## src/pib_pkg.sv

```systemverilog
// Constants, field layouts and helpers for the identification and config bank.
package pib_pkg;

  ////////////////////////////////////////////////////////////////////////////
  // Command codes of the bank.
  localparam logic [7:0] PIB_CMD_REVISION = 8'h9b;
  localparam logic [7:0] PIB_CMD_LOCATION = 8'h9c;
  localparam logic [7:0] PIB_CMD_DATE = 8'h9d;
  localparam logic [7:0] PIB_CMD_SERIAL = 8'h9e;
  localparam logic [7:0] PIB_CMD_SCRATCH = 8'hb0;
  localparam logic [7:0] PIB_CMD_FAULT_UNIT = 8'hc8;
  localparam logic [7:0] PIB_CMD_ADDR_POL = 8'hc9;

  ////////////////////////////////////////////////////////////////////////////
  // Register widths in bits and answer lengths in bytes.
  localparam int PIB_DATA_W = 160;
  localparam int PIB_TEXT12_W = 96;
  localparam int PIB_TEXT20_W = 160;
  localparam int PIB_SCRATCH_W = 128;
  localparam int PIB_UNIT_W = 8;
  localparam int PIB_CFG_W = 40;
  localparam int PIB_LEN_W = 5;
  localparam logic [4:0] PIB_LEN_TEXT12 = 5'h0c;
  localparam logic [4:0] PIB_LEN_TEXT20 = 5'h14;
  localparam logic [4:0] PIB_LEN_SCRATCH = 5'h10;
  localparam logic [4:0] PIB_LEN_UNIT = 5'h01;
  localparam logic [4:0] PIB_LEN_CFG = 5'h05;
  localparam logic [4:0] PIB_LEN_NONE = 5'h00;

  ////////////////////////////////////////////////////////////////////////////
  // Retry time unit fields; class i sits at bit i * PIB_UNIT_SEL_W.
  localparam int PIB_CLASSES = 4;
  localparam int PIB_UNIT_SEL_W = 2;
  localparam int PIB_CODE_W = 3;
  localparam int PIB_MS_W = 16;
  localparam int PIB_CLS_TEMP = 0;
  localparam int PIB_CLS_IOUT = 1;
  localparam int PIB_CLS_VIN = 2;
  localparam int PIB_CLS_VOUT = 3;
  localparam int PIB_TEMP_UNIT_LSB = 0;
  localparam int PIB_IOUT_UNIT_LSB = 2;
  localparam int PIB_VIN_UNIT_LSB = 4;
  localparam int PIB_VOUT_UNIT_LSB = 6;
  localparam logic [15:0] PIB_UNIT_1MS = 16'h0001;
  localparam logic [15:0] PIB_UNIT_4MS = 16'h0004;
  localparam logic [15:0] PIB_UNIT_16MS = 16'h0010;
  localparam logic [15:0] PIB_UNIT_256MS = 16'h0100;

  ////////////////////////////////////////////////////////////////////////////
  // Address and polarity fields of the configuration register.
  localparam int PIB_BASE_LSB = 24;
  localparam int PIB_BASE_W = 8;
  localparam int PIB_OFS_LSB = 17;
  localparam int PIB_OFS_W = 7;
  localparam int PIB_RES_EN_BIT = 16;
  localparam int PIB_CTRL_POL_BIT = 32;
  localparam int PIB_PG_POL_BIT = 39;

  ////////////////////////////////////////////////////////////////////////////
  // Values after reset and factory text; the text values are arbitrary.
  localparam logic [95:0] PIB_TEXT12_RST = 96'h0;
  localparam logic [127:0] PIB_SCRATCH_RST = 128'h0;
  localparam logic [7:0] PIB_UNIT_RST = 8'h00;
  localparam logic [39:0] PIB_CFG_RST = 40'h00_0000_0000;
  localparam logic [95:0] PIB_DATE_DEFAULT = 96'h303030303030303030303030;
  localparam logic [159:0] PIB_SERIAL_DEFAULT =
    160'h0000000000000030303030303030303030303031;

  // Masks that keep the meaningful low bytes of an answer.
  localparam logic [159:0] PIB_MASK_TEXT12 = {64'h0, {96{1'b1}}};
  localparam logic [159:0] PIB_MASK_SCRATCH = {32'h0, {128{1'b1}}};

  // Answer state, one-hot.
  typedef enum logic [1:0] {
    PIB_IDLE = 2'b01,
    PIB_ANSWER = 2'b10
  } pib_state_t;

  // Milliseconds per retry time unit for a two-bit selection.
  function automatic logic [15:0] pib_unit_ms(input logic [1:0] sel);
    logic [15:0] ms;
    ms = PIB_UNIT_1MS;
    case (sel)
      2'h0: ms = PIB_UNIT_1MS;
      2'h1: ms = PIB_UNIT_4MS;
      2'h2: ms = PIB_UNIT_16MS;
      default: ms = PIB_UNIT_256MS;
    endcase
    return ms;
  endfunction

endpackage

```

## src/pib_retry_time.sv

```systemverilog
// Retry time decoder for one fault class: unit size and total delay in ms.
`timescale 1ns/10ps
`default_nettype none

module pib_retry_time
  import pib_pkg::*;
(
  input wire logic [1:0] unit_sel,
  input wire logic [2:0] delay_code,
  output logic [15:0] unit_ms,
  output logic [15:0] delay_ms
);

  ////////////////////////////////////////////////////////////////////////////
  // The unit selection picks 1, 4, 16 or 256 ms; the delay code counts
  // 1, 2, 4 up to 128 units, so the total is the unit shifted by the code.
  // The largest total, 256 ms times 128, still fits sixteen bits.
  assign unit_ms = pib_unit_ms(unit_sel);
  assign delay_ms = unit_ms << delay_code;

endmodule

`default_nettype wire

```

## src/pib_regs.sv

```systemverilog
// Identification, scratch, retry time unit and address/polarity bank.
`timescale 1ns/10ps
`default_nettype none

// How it works
// Revision text, twelve characters, read and write.
// Location text, twelve characters, read and write.
// Build date text returned on read only.
// Serial text, thirteen characters, twenty byte field.
// Sixteen scratch bytes echo the last write.
// Input voltage unit bits 5:4 pick 1/4/16/256ms.
// Output voltage unit from bits 7:6.
// Output current unit from bits 3:2.
// Temperature unit from bits 1:0.
// Bits 31:24 hold base; offset added to it.
// Bits 23:17 programmed offset when resistor disabled.
// Bit 16 selects resistor offset over programmed.
// Bit 39 sets power good output polarity.
// Bit 32 sets remote control input polarity.
// Address is base plus offset, or strap pins.
// Host keeps fault, good, enable pins distinct.
// Host keeps the two bus addresses different.
// Retry delay is 2^code units of chosen size.
module pib_regs
  import pib_pkg::*;
#(
  parameter logic [95:0] BUILD_DATE = PIB_DATE_DEFAULT,
  parameter logic [159:0] UNIT_SERIAL = PIB_SERIAL_DEFAULT
) (
  input wire logic ref_clk,
  input wire logic srst,
  input wire logic cmd_valid,
  output logic cmd_ready,
  input wire logic cmd_write,
  input wire logic [7:0] cmd_code,
  input wire logic [159:0] cmd_wdata,
  output logic rsp_valid,
  output logic [159:0] rsp_data,
  output logic [4:0] rsp_len,
  output logic rsp_unsupported,
  input wire logic [11:0] retry_delay_code,
  output logic [63:0] retry_unit_ms,
  output logic [63:0] retry_delay_ms,
  input wire logic [6:0] resistor_offset,
  input wire logic use_strap_pins,
  input wire logic addr_strap_pin_a,
  input wire logic addr_strap_pin_b,
  output logic [7:0] pmbus_addr,
  input wire logic power_good_int,
  output logic power_good_pin,
  input wire logic remote_ctrl_pin,
  output logic remote_on
);

  ////////////////////////////////////////////////////////////////////////////
  // Storage and answer state.
  pib_state_t state_q;
  pib_state_t state_d;
  logic [95:0] revision_q;
  logic [95:0] location_q;
  logic [127:0] scratch_q;
  logic [7:0] units_q;
  logic [39:0] cfg_q;
  logic [159:0] rsp_data_q;
  logic [4:0] rsp_len_q;
  logic rsp_unsup_q;

  ////////////////////////////////////////////////////////////////////////////
  // Command acceptance: one command at a time, answered the next cycle.
  logic take;
  logic take_wr;
  assign cmd_ready = (state_q == PIB_IDLE);
  assign take = cmd_valid && cmd_ready;
  assign take_wr = take && cmd_write;
  assign state_d = take ? PIB_ANSWER : PIB_IDLE;
  assign rsp_valid = (state_q == PIB_ANSWER);

  // Write strobes per writable command.
  logic wr_revision;
  logic wr_location;
  logic wr_scratch;
  logic wr_units;
  logic wr_cfg;
  assign wr_revision = take_wr && (cmd_code == PIB_CMD_REVISION);
  assign wr_location = take_wr && (cmd_code == PIB_CMD_LOCATION);
  assign wr_scratch = take_wr && (cmd_code == PIB_CMD_SCRATCH);
  assign wr_units = take_wr && (cmd_code == PIB_CMD_FAULT_UNIT);
  assign wr_cfg = take_wr && (cmd_code == PIB_CMD_ADDR_POL);

  // A write to a read-only or unknown code is refused and stores nothing.
  logic wr_known;
  assign wr_known = wr_revision || wr_location || wr_scratch || wr_units ||
    wr_cfg;

  ////////////////////////////////////////////////////////////////////////////
  // Read selection: contents padded with zeros above, plus the byte count.
  logic [159:0] rd_data;
  logic [4:0] rd_len;
  logic rd_known;
  always_comb begin
    rd_data = 160'h0;
    rd_len = PIB_LEN_NONE;
    rd_known = 1'b1;
    case (cmd_code)
      PIB_CMD_REVISION: begin
        rd_data = {64'h0, revision_q};
        rd_len = PIB_LEN_TEXT12;
      end
      PIB_CMD_LOCATION: begin
        rd_data = {64'h0, location_q};
        rd_len = PIB_LEN_TEXT12;
      end
      PIB_CMD_DATE: begin
        rd_data = {64'h0, BUILD_DATE};
        rd_len = PIB_LEN_TEXT12;
      end
      PIB_CMD_SERIAL: begin
        rd_data = UNIT_SERIAL;
        rd_len = PIB_LEN_TEXT20;
      end
      PIB_CMD_SCRATCH: begin
        rd_data = {32'h0, scratch_q};
        rd_len = PIB_LEN_SCRATCH;
      end
      PIB_CMD_FAULT_UNIT: begin
        rd_data = {152'h0, units_q};
        rd_len = PIB_LEN_UNIT;
      end
      PIB_CMD_ADDR_POL: begin
        rd_data = {120'h0, cfg_q};
        rd_len = PIB_LEN_CFG;
      end
      default: begin
        rd_known = 1'b0;
      end
    endcase
  end

  // Answer contents: a write answers with no data, a read with the value.
  logic [159:0] ans_data;
  logic [4:0] ans_len;
  logic ans_unsup;
  assign ans_data = cmd_write ? 160'h0 : rd_data;
  assign ans_len = cmd_write ? PIB_LEN_NONE : rd_len;
  assign ans_unsup = cmd_write ? !wr_known : !rd_known;

  ////////////////////////////////////////////////////////////////////////////
  // Answer state and registered answer.
  always_ff @(posedge ref_clk) begin
    if (srst) begin
      state_q <= PIB_IDLE;
      rsp_data_q <= 160'h0;
      rsp_len_q <= PIB_LEN_NONE;
      rsp_unsup_q <= 1'b0;
    end else begin
      state_q <= state_d;
      if (take) begin
        rsp_data_q <= ans_data;
        rsp_len_q <= ans_len;
        rsp_unsup_q <= ans_unsup;
      end
    end
  end

  assign rsp_data = rsp_data_q;
  assign rsp_len = rsp_len_q;
  assign rsp_unsupported = rsp_unsup_q;

  ////////////////////////////////////////////////////////////////////////////
  // Writable text and scratch storage; a write keeps the low bits.
  always_ff @(posedge ref_clk) begin
    if (srst) begin
      revision_q <= PIB_TEXT12_RST;
      location_q <= PIB_TEXT12_RST;
      scratch_q <= PIB_SCRATCH_RST;
    end else begin
      if (wr_revision) begin
        revision_q <= cmd_wdata[95:0];
      end
      if (wr_location) begin
        location_q <= cmd_wdata[95:0];
      end
      if (wr_scratch) begin
        scratch_q <= cmd_wdata[127:0];
      end
    end
  end

  // Retry time unit and address/polarity configuration.
  always_ff @(posedge ref_clk) begin
    if (srst) begin
      units_q <= PIB_UNIT_RST;
      cfg_q <= PIB_CFG_RST;
    end else begin
      if (wr_units) begin
        units_q <= cmd_wdata[7:0];
      end
      if (wr_cfg) begin
        cfg_q <= cmd_wdata[39:0];
      end
    end
  end

  ////////////////////////////////////////////////////////////////////////////
  // Retry timing per fault class: temperature, current, input, output.
  logic [63:0] unit_ms_w;
  logic [63:0] delay_ms_w;
  for (genvar i = 0; i < PIB_CLASSES; i++) begin : g_class
    pib_retry_time u_retry (
      .unit_sel(units_q[i*PIB_UNIT_SEL_W +: PIB_UNIT_SEL_W]),
      .delay_code(retry_delay_code[i*PIB_CODE_W +: PIB_CODE_W]),
      .unit_ms(unit_ms_w[i*PIB_MS_W +: PIB_MS_W]),
      .delay_ms(delay_ms_w[i*PIB_MS_W +: PIB_MS_W])
    );
  end

  ////////////////////////////////////////////////////////////////////////////
  // Address derivation: base plus resistor or programmed offset, or strap.
  logic [7:0] base_addr;
  logic [6:0] prog_offset;
  logic res_en;
  logic [6:0] sel_offset;
  logic [7:0] offset_addr;
  logic [7:0] strap_addr;
  logic [7:0] addr_d;
  assign base_addr = cfg_q[PIB_BASE_LSB +: PIB_BASE_W];
  assign prog_offset = cfg_q[PIB_OFS_LSB +: PIB_OFS_W];
  assign res_en = cfg_q[PIB_RES_EN_BIT];
  assign sel_offset = res_en ? resistor_offset : prog_offset;
  assign offset_addr = base_addr + {1'b0, sel_offset};
  assign strap_addr = base_addr +
    {6'h00, addr_strap_pin_b, addr_strap_pin_a};
  assign addr_d = use_strap_pins ? strap_addr : offset_addr;

  // Polarity: a set bit means active high, a clear bit active low.
  logic pg_pol;
  logic ctrl_pol;
  logic pg_d;
  logic on_d;
  assign pg_pol = cfg_q[PIB_PG_POL_BIT];
  assign ctrl_pol = cfg_q[PIB_CTRL_POL_BIT];
  assign pg_d = pg_pol ? power_good_int : !power_good_int;
  assign on_d = ctrl_pol ? remote_ctrl_pin : !remote_ctrl_pin;

  ////////////////////////////////////////////////////////////////////////////
  // Registered data outputs. After reset the power good pin reads as not
  // good under the reset polarity, which is active low.
  always_ff @(posedge ref_clk) begin
    if (srst) begin
      retry_unit_ms <= 64'h0;
      retry_delay_ms <= 64'h0;
      pmbus_addr <= 8'h00;
      power_good_pin <= 1'b1;
      remote_on <= 1'b0;
    end else begin
      retry_unit_ms <= unit_ms_w;
      retry_delay_ms <= delay_ms_w;
      pmbus_addr <= addr_d;
      power_good_pin <= pg_d;
      remote_on <= on_d;
    end
  end
endmodule

`default_nettype wire

```

## config.mk

```make
export PLATFORM = sky130hd
export DESIGN_NAME = pib_regs
export DESIGN_NICKNAME = d
export VERILOG_FILES = /design/src/pib_pkg.sv /design/src/pib_retry_time.sv /design/src/pib_regs.sv
export SDC_FILE = /design/constraint.sdc
export NUM_CORES = 1
export LEC_CHECK = 0
export BUFFER_PORTS_ARGS = -buffer_cell sky130_fd_sc_hd__buf_2
export CAP_MARGIN = 10
export CORE_ASPECT_RATIO = 1.4
export CORE_MARGIN = 2
export CORE_UTILIZATION = 58
export DETAILED_ROUTE_END_ITERATION = 12
export GPL_ROUTABILITY_DRIVEN = 0
export GPL_TIMING_DRIVEN = 1
export PLACE_DENSITY = 0.91
export SKIP_CTS_REPAIR_TIMING = 1
export SLEW_MARGIN = 30
export SYNTH_ARGS = -nofsm -noshare
export SYNTH_HDL_FRONTEND = slang
export SYNTH_SLANG_ARGS = --single-unit
```

## constraint.sdc

```tcl
create_clock -name ref_clk -period 4.9 [get_ports ref_clk]
set_input_delay 1.225 -clock ref_clk [delete_from_list [all_inputs] [get_ports ref_clk]]
set_output_delay 1.225 -clock ref_clk [all_outputs]
set_load 0.005 [all_outputs]
```

# ---- After elaboration in Yosys (flattened, before gate mapping)
# Index checks and enable logic that the tools add are counted.
dict set report word_totals {
  reg_bits 674
  out_inout_bits 306
}
dict set report classes {
  n_eq_ne 17
  muxes 15
  n_addsub 2
  shift 4
  reduce_logical 21
}
# operator n
set op_table {}
lappend op_table {{128-bit case mux with 7 select lines} 1}
lappend op_table {{160-bit 2-to-1 mux} 1}
lappend op_table {{9-bit case mux with 3 select lines} 4}
lappend op_table {{9-bit by 3-bit left shift with 16-bit output} 4}
lappend op_table {{8-bit == test (second input constant)} 7}
lappend op_table {{5-bit case mux with 5 select lines} 1}
lappend op_table {{2-bit by 1-bit == test with 1-bit output (second input constant)} 5}
lappend op_table {{2-bit == test (second input constant)} 5}
lappend op_table {{8-bit by 2-bit adder with 8-bit output} 1}
lappend op_table {{8-bit by 7-bit adder with 8-bit output} 1}
lappend op_table {{2-bit logical NOT} 4}
lappend op_table {{8-bit 2-to-1 mux} 1}
lappend op_table {{1-bit logical AND} 7}
lappend op_table {{7-bit 2-to-1 mux} 1}
lappend op_table {{7-bit OR reduction} 1}
lappend op_table {{5-bit 2-to-1 mux} 1}
lappend op_table {{1-bit logical NOT} 4}
lappend op_table {{1-bit logical OR} 4}
lappend op_table {{1-bit 2-to-1 mux} 4}
lappend op_table {{3-bit OR reduction} 1}
lappend op_table {{2-bit 2-to-1 mux} 1}

# ---- Longest topological paths before layout
dict set report logic_depth {
  word_depth 10
  depth_mapped 11
}

# ---- Cells and area by module
# A second synthesis with hierarchy kept.
dict set report hier_totals {
  cells_unflattened 2932
  hier_area_um2 24609.9
}
# module n_inst cells_each seq_area_each_um2 area_per_inst_um2
set by_module_without_submodules {}
lappend by_module_without_submodules {pib_regs 1 2700 12832.3 23193.5}
lappend by_module_without_submodules {pib_retry_time 4 58 0.0 354.1}

# ---- Least setup slack after synthesis
# No wires, ideal clock.
dict set report synth_timing {
  path_type {input port to flip-flop}
  start {input use_strap_pins}
  end {register pmbus_addr[6]}
  arrival_ns 2.833
  cell_stages 11
  path_slack_ns 1.949
  setup_ns 0.117
  cell_sequence {clkbuf_1 nand2_1 o21ai_0 ha_1 inv_1 fa_1 nor2b_1 o21a_1 o21a_1 mux2i_1 nand2_1}
}
dict set report synth_via {
  elab_chain_cells 1
}
# element line_no
set synth_lines {}
lappend synth_lines {{from (decl)} pib_regs.sv:45} ;# input wire logic use_strap_pins,
lappend synth_lines {{8-bit 2-to-1 mux} pib_regs.sv:233} ;# assign addr_d = use_strap_pins ? strap_addr : offset_addr;
lappend synth_lines {{to (signal assigned)} pib_regs.sv:258} ;# pmbus_addr <= addr_d;
lappend synth_lines {{to (decl)} pib_regs.sv:48} ;# output logic [7:0] pmbus_addr,
# Every way passes these cells.
# A chain may end at the register's enable or synchronous reset.

# ---- Worst setup path after layout
dict set report layout_timing {
  start {input cmd_code[0]}
  end {register rsp_data_q[16] (netlist: rsp_data[16])}
}
dict set report layout_via {
  elab_chain_cells 3
  word_cells_on_any_way 9
  classes_between {7 x eq/ne; 2 x mux}
}
# element line_no
set layout_lines {}
lappend layout_lines {{from (decl)} pib_regs.sv:35} ;# input wire logic [7:0] cmd_code,
lappend layout_lines {{8-bit == test} pib_regs.sv:104} ;# case (cmd_code)
lappend layout_lines {{128-bit case mux with 7 select lines (*)} pib_regs.sv:104}
lappend layout_lines {{160-bit 2-to-1 mux (*)} pib_regs.sv:143} ;# assign ans_data = cmd_write ? 160'h0 : rd_data;
lappend layout_lines {{to (signal assigned)} pib_regs.sv:158} ;# rsp_data_q <= ans_data;
lappend layout_lines {{to (decl)} pib_regs.sv:64} ;# logic [159:0] rsp_data_q;
# Every way passes the cells marked *; elsewhere a longest branch is shown, timed or not.

==> metrics.md <==
| Metric | Value |
|---|---|
| Net Sw Frac | `22.2%` |
| Post-Syn Area | `22,900 um2` |
| Worst slew pin tran | `1.01 ns` |
| Total power | `9.38 mW` |
| Skew-Pair Late Insertion Delay | `0.59 ns` |
| Req. time, crit path | `5.36 ns` |
| Largest area contributor in the netlist | `dfxtp_1` |
| Final WS setup | `1.36 ns` |
| Hold Path End | `rsp_data[81]$_SDFFE_PP0N_` |
| Vias in the first global route | `21,300` |
| Worst Hold Depth | `2` |
| CP arrival | `4.00 ns` |
| # rows | `86` |
| Core Area | `39,200 um2` |
| Top-area cell type share of the netlist area | `51.8%` |
| Initial Util | `58.5%` |
| RR Endpoint | `pmbus_addr[7]$_SDFF_PP0_` |
| CTS Buf Count | `53` |
| Final setup vio count | `0` |
| CTS tree | `done` |
| Port bufs | `388` |
| Reg2reg path depth | `9` |
| Ports | `502` |
| Setup TNS | `0 ns` |
| Detailed-route via count | `21,700` |
| Largest net degree at the start of global routing | `189` |
| Sw power | `2.09 mW` |
| Setup CP Type | `input pin to register` |
| Post-synthesis register bit count | `593` |
| Fin. max-slew vios | `0` |
| Most common cell in the netlist | `nand2_1` |
| Post-synthesis sequential area ratio | `51.8%` |
| Max Cap Violations | `0` |
| Wire per inst | `19.1 um` |
| Iter 0 DRT Violations | `2,316` |
| Via/cell ratio | `5.92` |
| Seq pwr share | `51.6%` |
| RSZ-0062 raised after global routing | `false` |
| Asr flop ratio synth | `0%` |
| Critical path endpoint category | `register` |
| Startpoint types | `input pin` |
| Slew HR | `32.9%` |
| Area growth, synth to finish | `16.0%` |
| R2R Setup Slk | `1.87 ns` |
| Clock sinks | `593` |
| Detailed Route WL | `70,300 um` |
| Synth area leaders | `dfxtp_1, nand2_1, a21oi_1` |
| Antenna-violating nets left | `0` |
| Bufs on Longest Clock Path | `3` |
| Tot GR Track Use | `32.5%` |
| Leak | `10.0 nW` |
| Post-DP HPWL | `43,400 um` |
| DRT Pass-1 Iters | `12` |
| Outcome | `finished clean` |
| Die height | `239 um` |
| Hold WC Path Type | `register to register` |
| Count of different cell masters after synthesis | `62` |
| Most common flop cell mapped by yosys | `dfxtp_1` |
| Fillers | `2,996` |
| CTS H-tree depth | `2` |
| Clock transition at path regs | `0.06 ns` |
| Comb pwr share | `3.9%` |
| Syn avg cell area | `8.09 um2` |
| Final hold vios | `0` |
| DRC viols | `0` |
| YS warnings | `0` |
| EDFF count, synth | `0` |
| Top cells by count, synth | `nand2_1, dfxtp_1, a21oi_1` |
| Worst Skew | `0.0216 ns` |
| Die width | `172 um` |
| Min-delay src | `rsp_data[81]$_SDFFE_PP0N_` |
| Hold WS | `0.439 ns` |
| Final nets | `3,287` |
| FMAX | `282 MHz` |
| Clock share of power | `44.5%` |
| Initial antenna violation count | `24` |
| Dpl ws | `0.869 ns` |
| Worst Path Max Fanout | `28` |
| Synth Instances | `2,833` |
| Pwr Density | `353 nW/um2` |
| Total die area | `41,200 um2` |
| First-pass GRT wire length | `107,000 um` |
| Min cycle time layout | `3.54 ns` |
| Fin crit share | `72.3%` |
| CTS Root Cell | `clkbuf_16` |
| Share of cells above drive strength 1 | `17.3%` |
| Post-layout util | `67.9%` |
| Peak VDD IR | `0.000362 V` |
| RR Startpoint | `cfg_q[16]$_SDFFE_PP0N_` |
| Internal power | `7.29 mW` |
| Grt total ovfl | `0` |
[placed cells by master, fill, tap and decap left out, types with 43 or more instances in the layout]
cell       instances
a21oi_1          429
a221oi_1          43
a22oi_1           72
buf_2            387
clkbuf_16         54
conb_1            81
dfxtp_1          593
nand2_1          851
nor2_1           145
o21ai_0           81
[sequential cells by signal, indices dropped and copies added, names as in the netlist, 2 cells and up]
signal / flops
retry_delay_ms: 64
cfg_q: 40
rsp_len: 4
units_q: 8
location_q: 96
scratch_q: 128
state_q: 2
pmbus_addr: 8
revision_q: 96
rsp_data: 128
retry_unit_ms: 16
[metrics by stage]
stage | instance area [um2] | cells
3_5_place_dp | 24800 | 3556
5_1_grt | 26600 | 3668
3_3_place_gp | 24800 | 3555
4_1_cts | 26500 | 3653
2_1_floorplan | 23200 | 2913
6_report | 26600 | 3671
[cell type report]
class	count	area (um2)	area share, %
Sequential cell	593	11900	44.6
Multi-Input combinational cell	2000	9850	37.0
Timing Repair Buffer	422	2360	8.89
Clock buffer	76	1540	5.81
Tap cell	528	661	2.48
Clock inverter	21	210	0.790
Inverter	13	48.8	0.183
Antenna cell	18	45.0	0.169
[kinds of logic after synthesis]
group	after synthesis	synth area share [%]
other	1	0.0164
muxes	25	1.09
AOI/OAI and AO/OA	721	18.4
buffers and inverters	320	6.97
adders and majority gates	8	0.469
and+or+nand+nor	1149	20.6
xor gates and xnor gates	16	0.611
DFF	593	51.8
[how the worst max path moves through the flow]
stage | from | end | slack [ns] | depth (start not counted)
global route | cmd_code[0] | rsp_data[16]$_SDFFE_PP0N_ | 1.36 | 6
finish | cmd_code[0] | rsp_data[16]$_SDFFE_PP0N_ | 1.36 | 6
floorplan | use_strap_pins | pmbus_addr[6]$_SDFF_PP0_ | 1.95 | 11
CTS | cmd_code[0] | rsp_data[9]$_SDFFE_PP0N_ | 1.43 | 6
global placement | cmd_code[0] | rsp_data[29]$_SDFFE_PP0N_ | 0.89 | 7
detailed placement | cmd_code[0] | rsp_data[9]$_SDFFE_PP0N_ | 0.87 | 6
[power by group through the flow]
stage | clock (mW) | sequential (mW) | combinational (mW)
3_3_place_gp | 0 | 4.95 | 0.336
3_5_place_dp | 0 | 4.95 | 0.352
2_1_floorplan | 0 | 4.95 | 0.222
5_1_grt | 4.38 | 4.84 | 0.389
4_1_cts | 4.20 | 4.84 | 0.354
6_report | 4.17 | 4.84 | 0.364
[critical path, stage by stage]
cell and delay [ns]:
buf_2 0.58, nand2_1 0.32, and4_1 0.62, o31ai_4 0.80, buf_12 0.28, o21ai_0 0.14
[routing by layer]
| metal | up-vias | share of wire (%) | global-route usage [%] |
|---|---|---|---|
| li1 | 9839 | - | - |
| met1 | 10100 | 35 | 35.7 |
| met2 | 1398 | 49 | 55.0 |
| met3 | 349 | 10 | 7.52 |
| met4 | 14 | 6.4 | 23.4 |
| met5 | - | 0.11 | 0 |
Power figures use the tool's default switching activity.
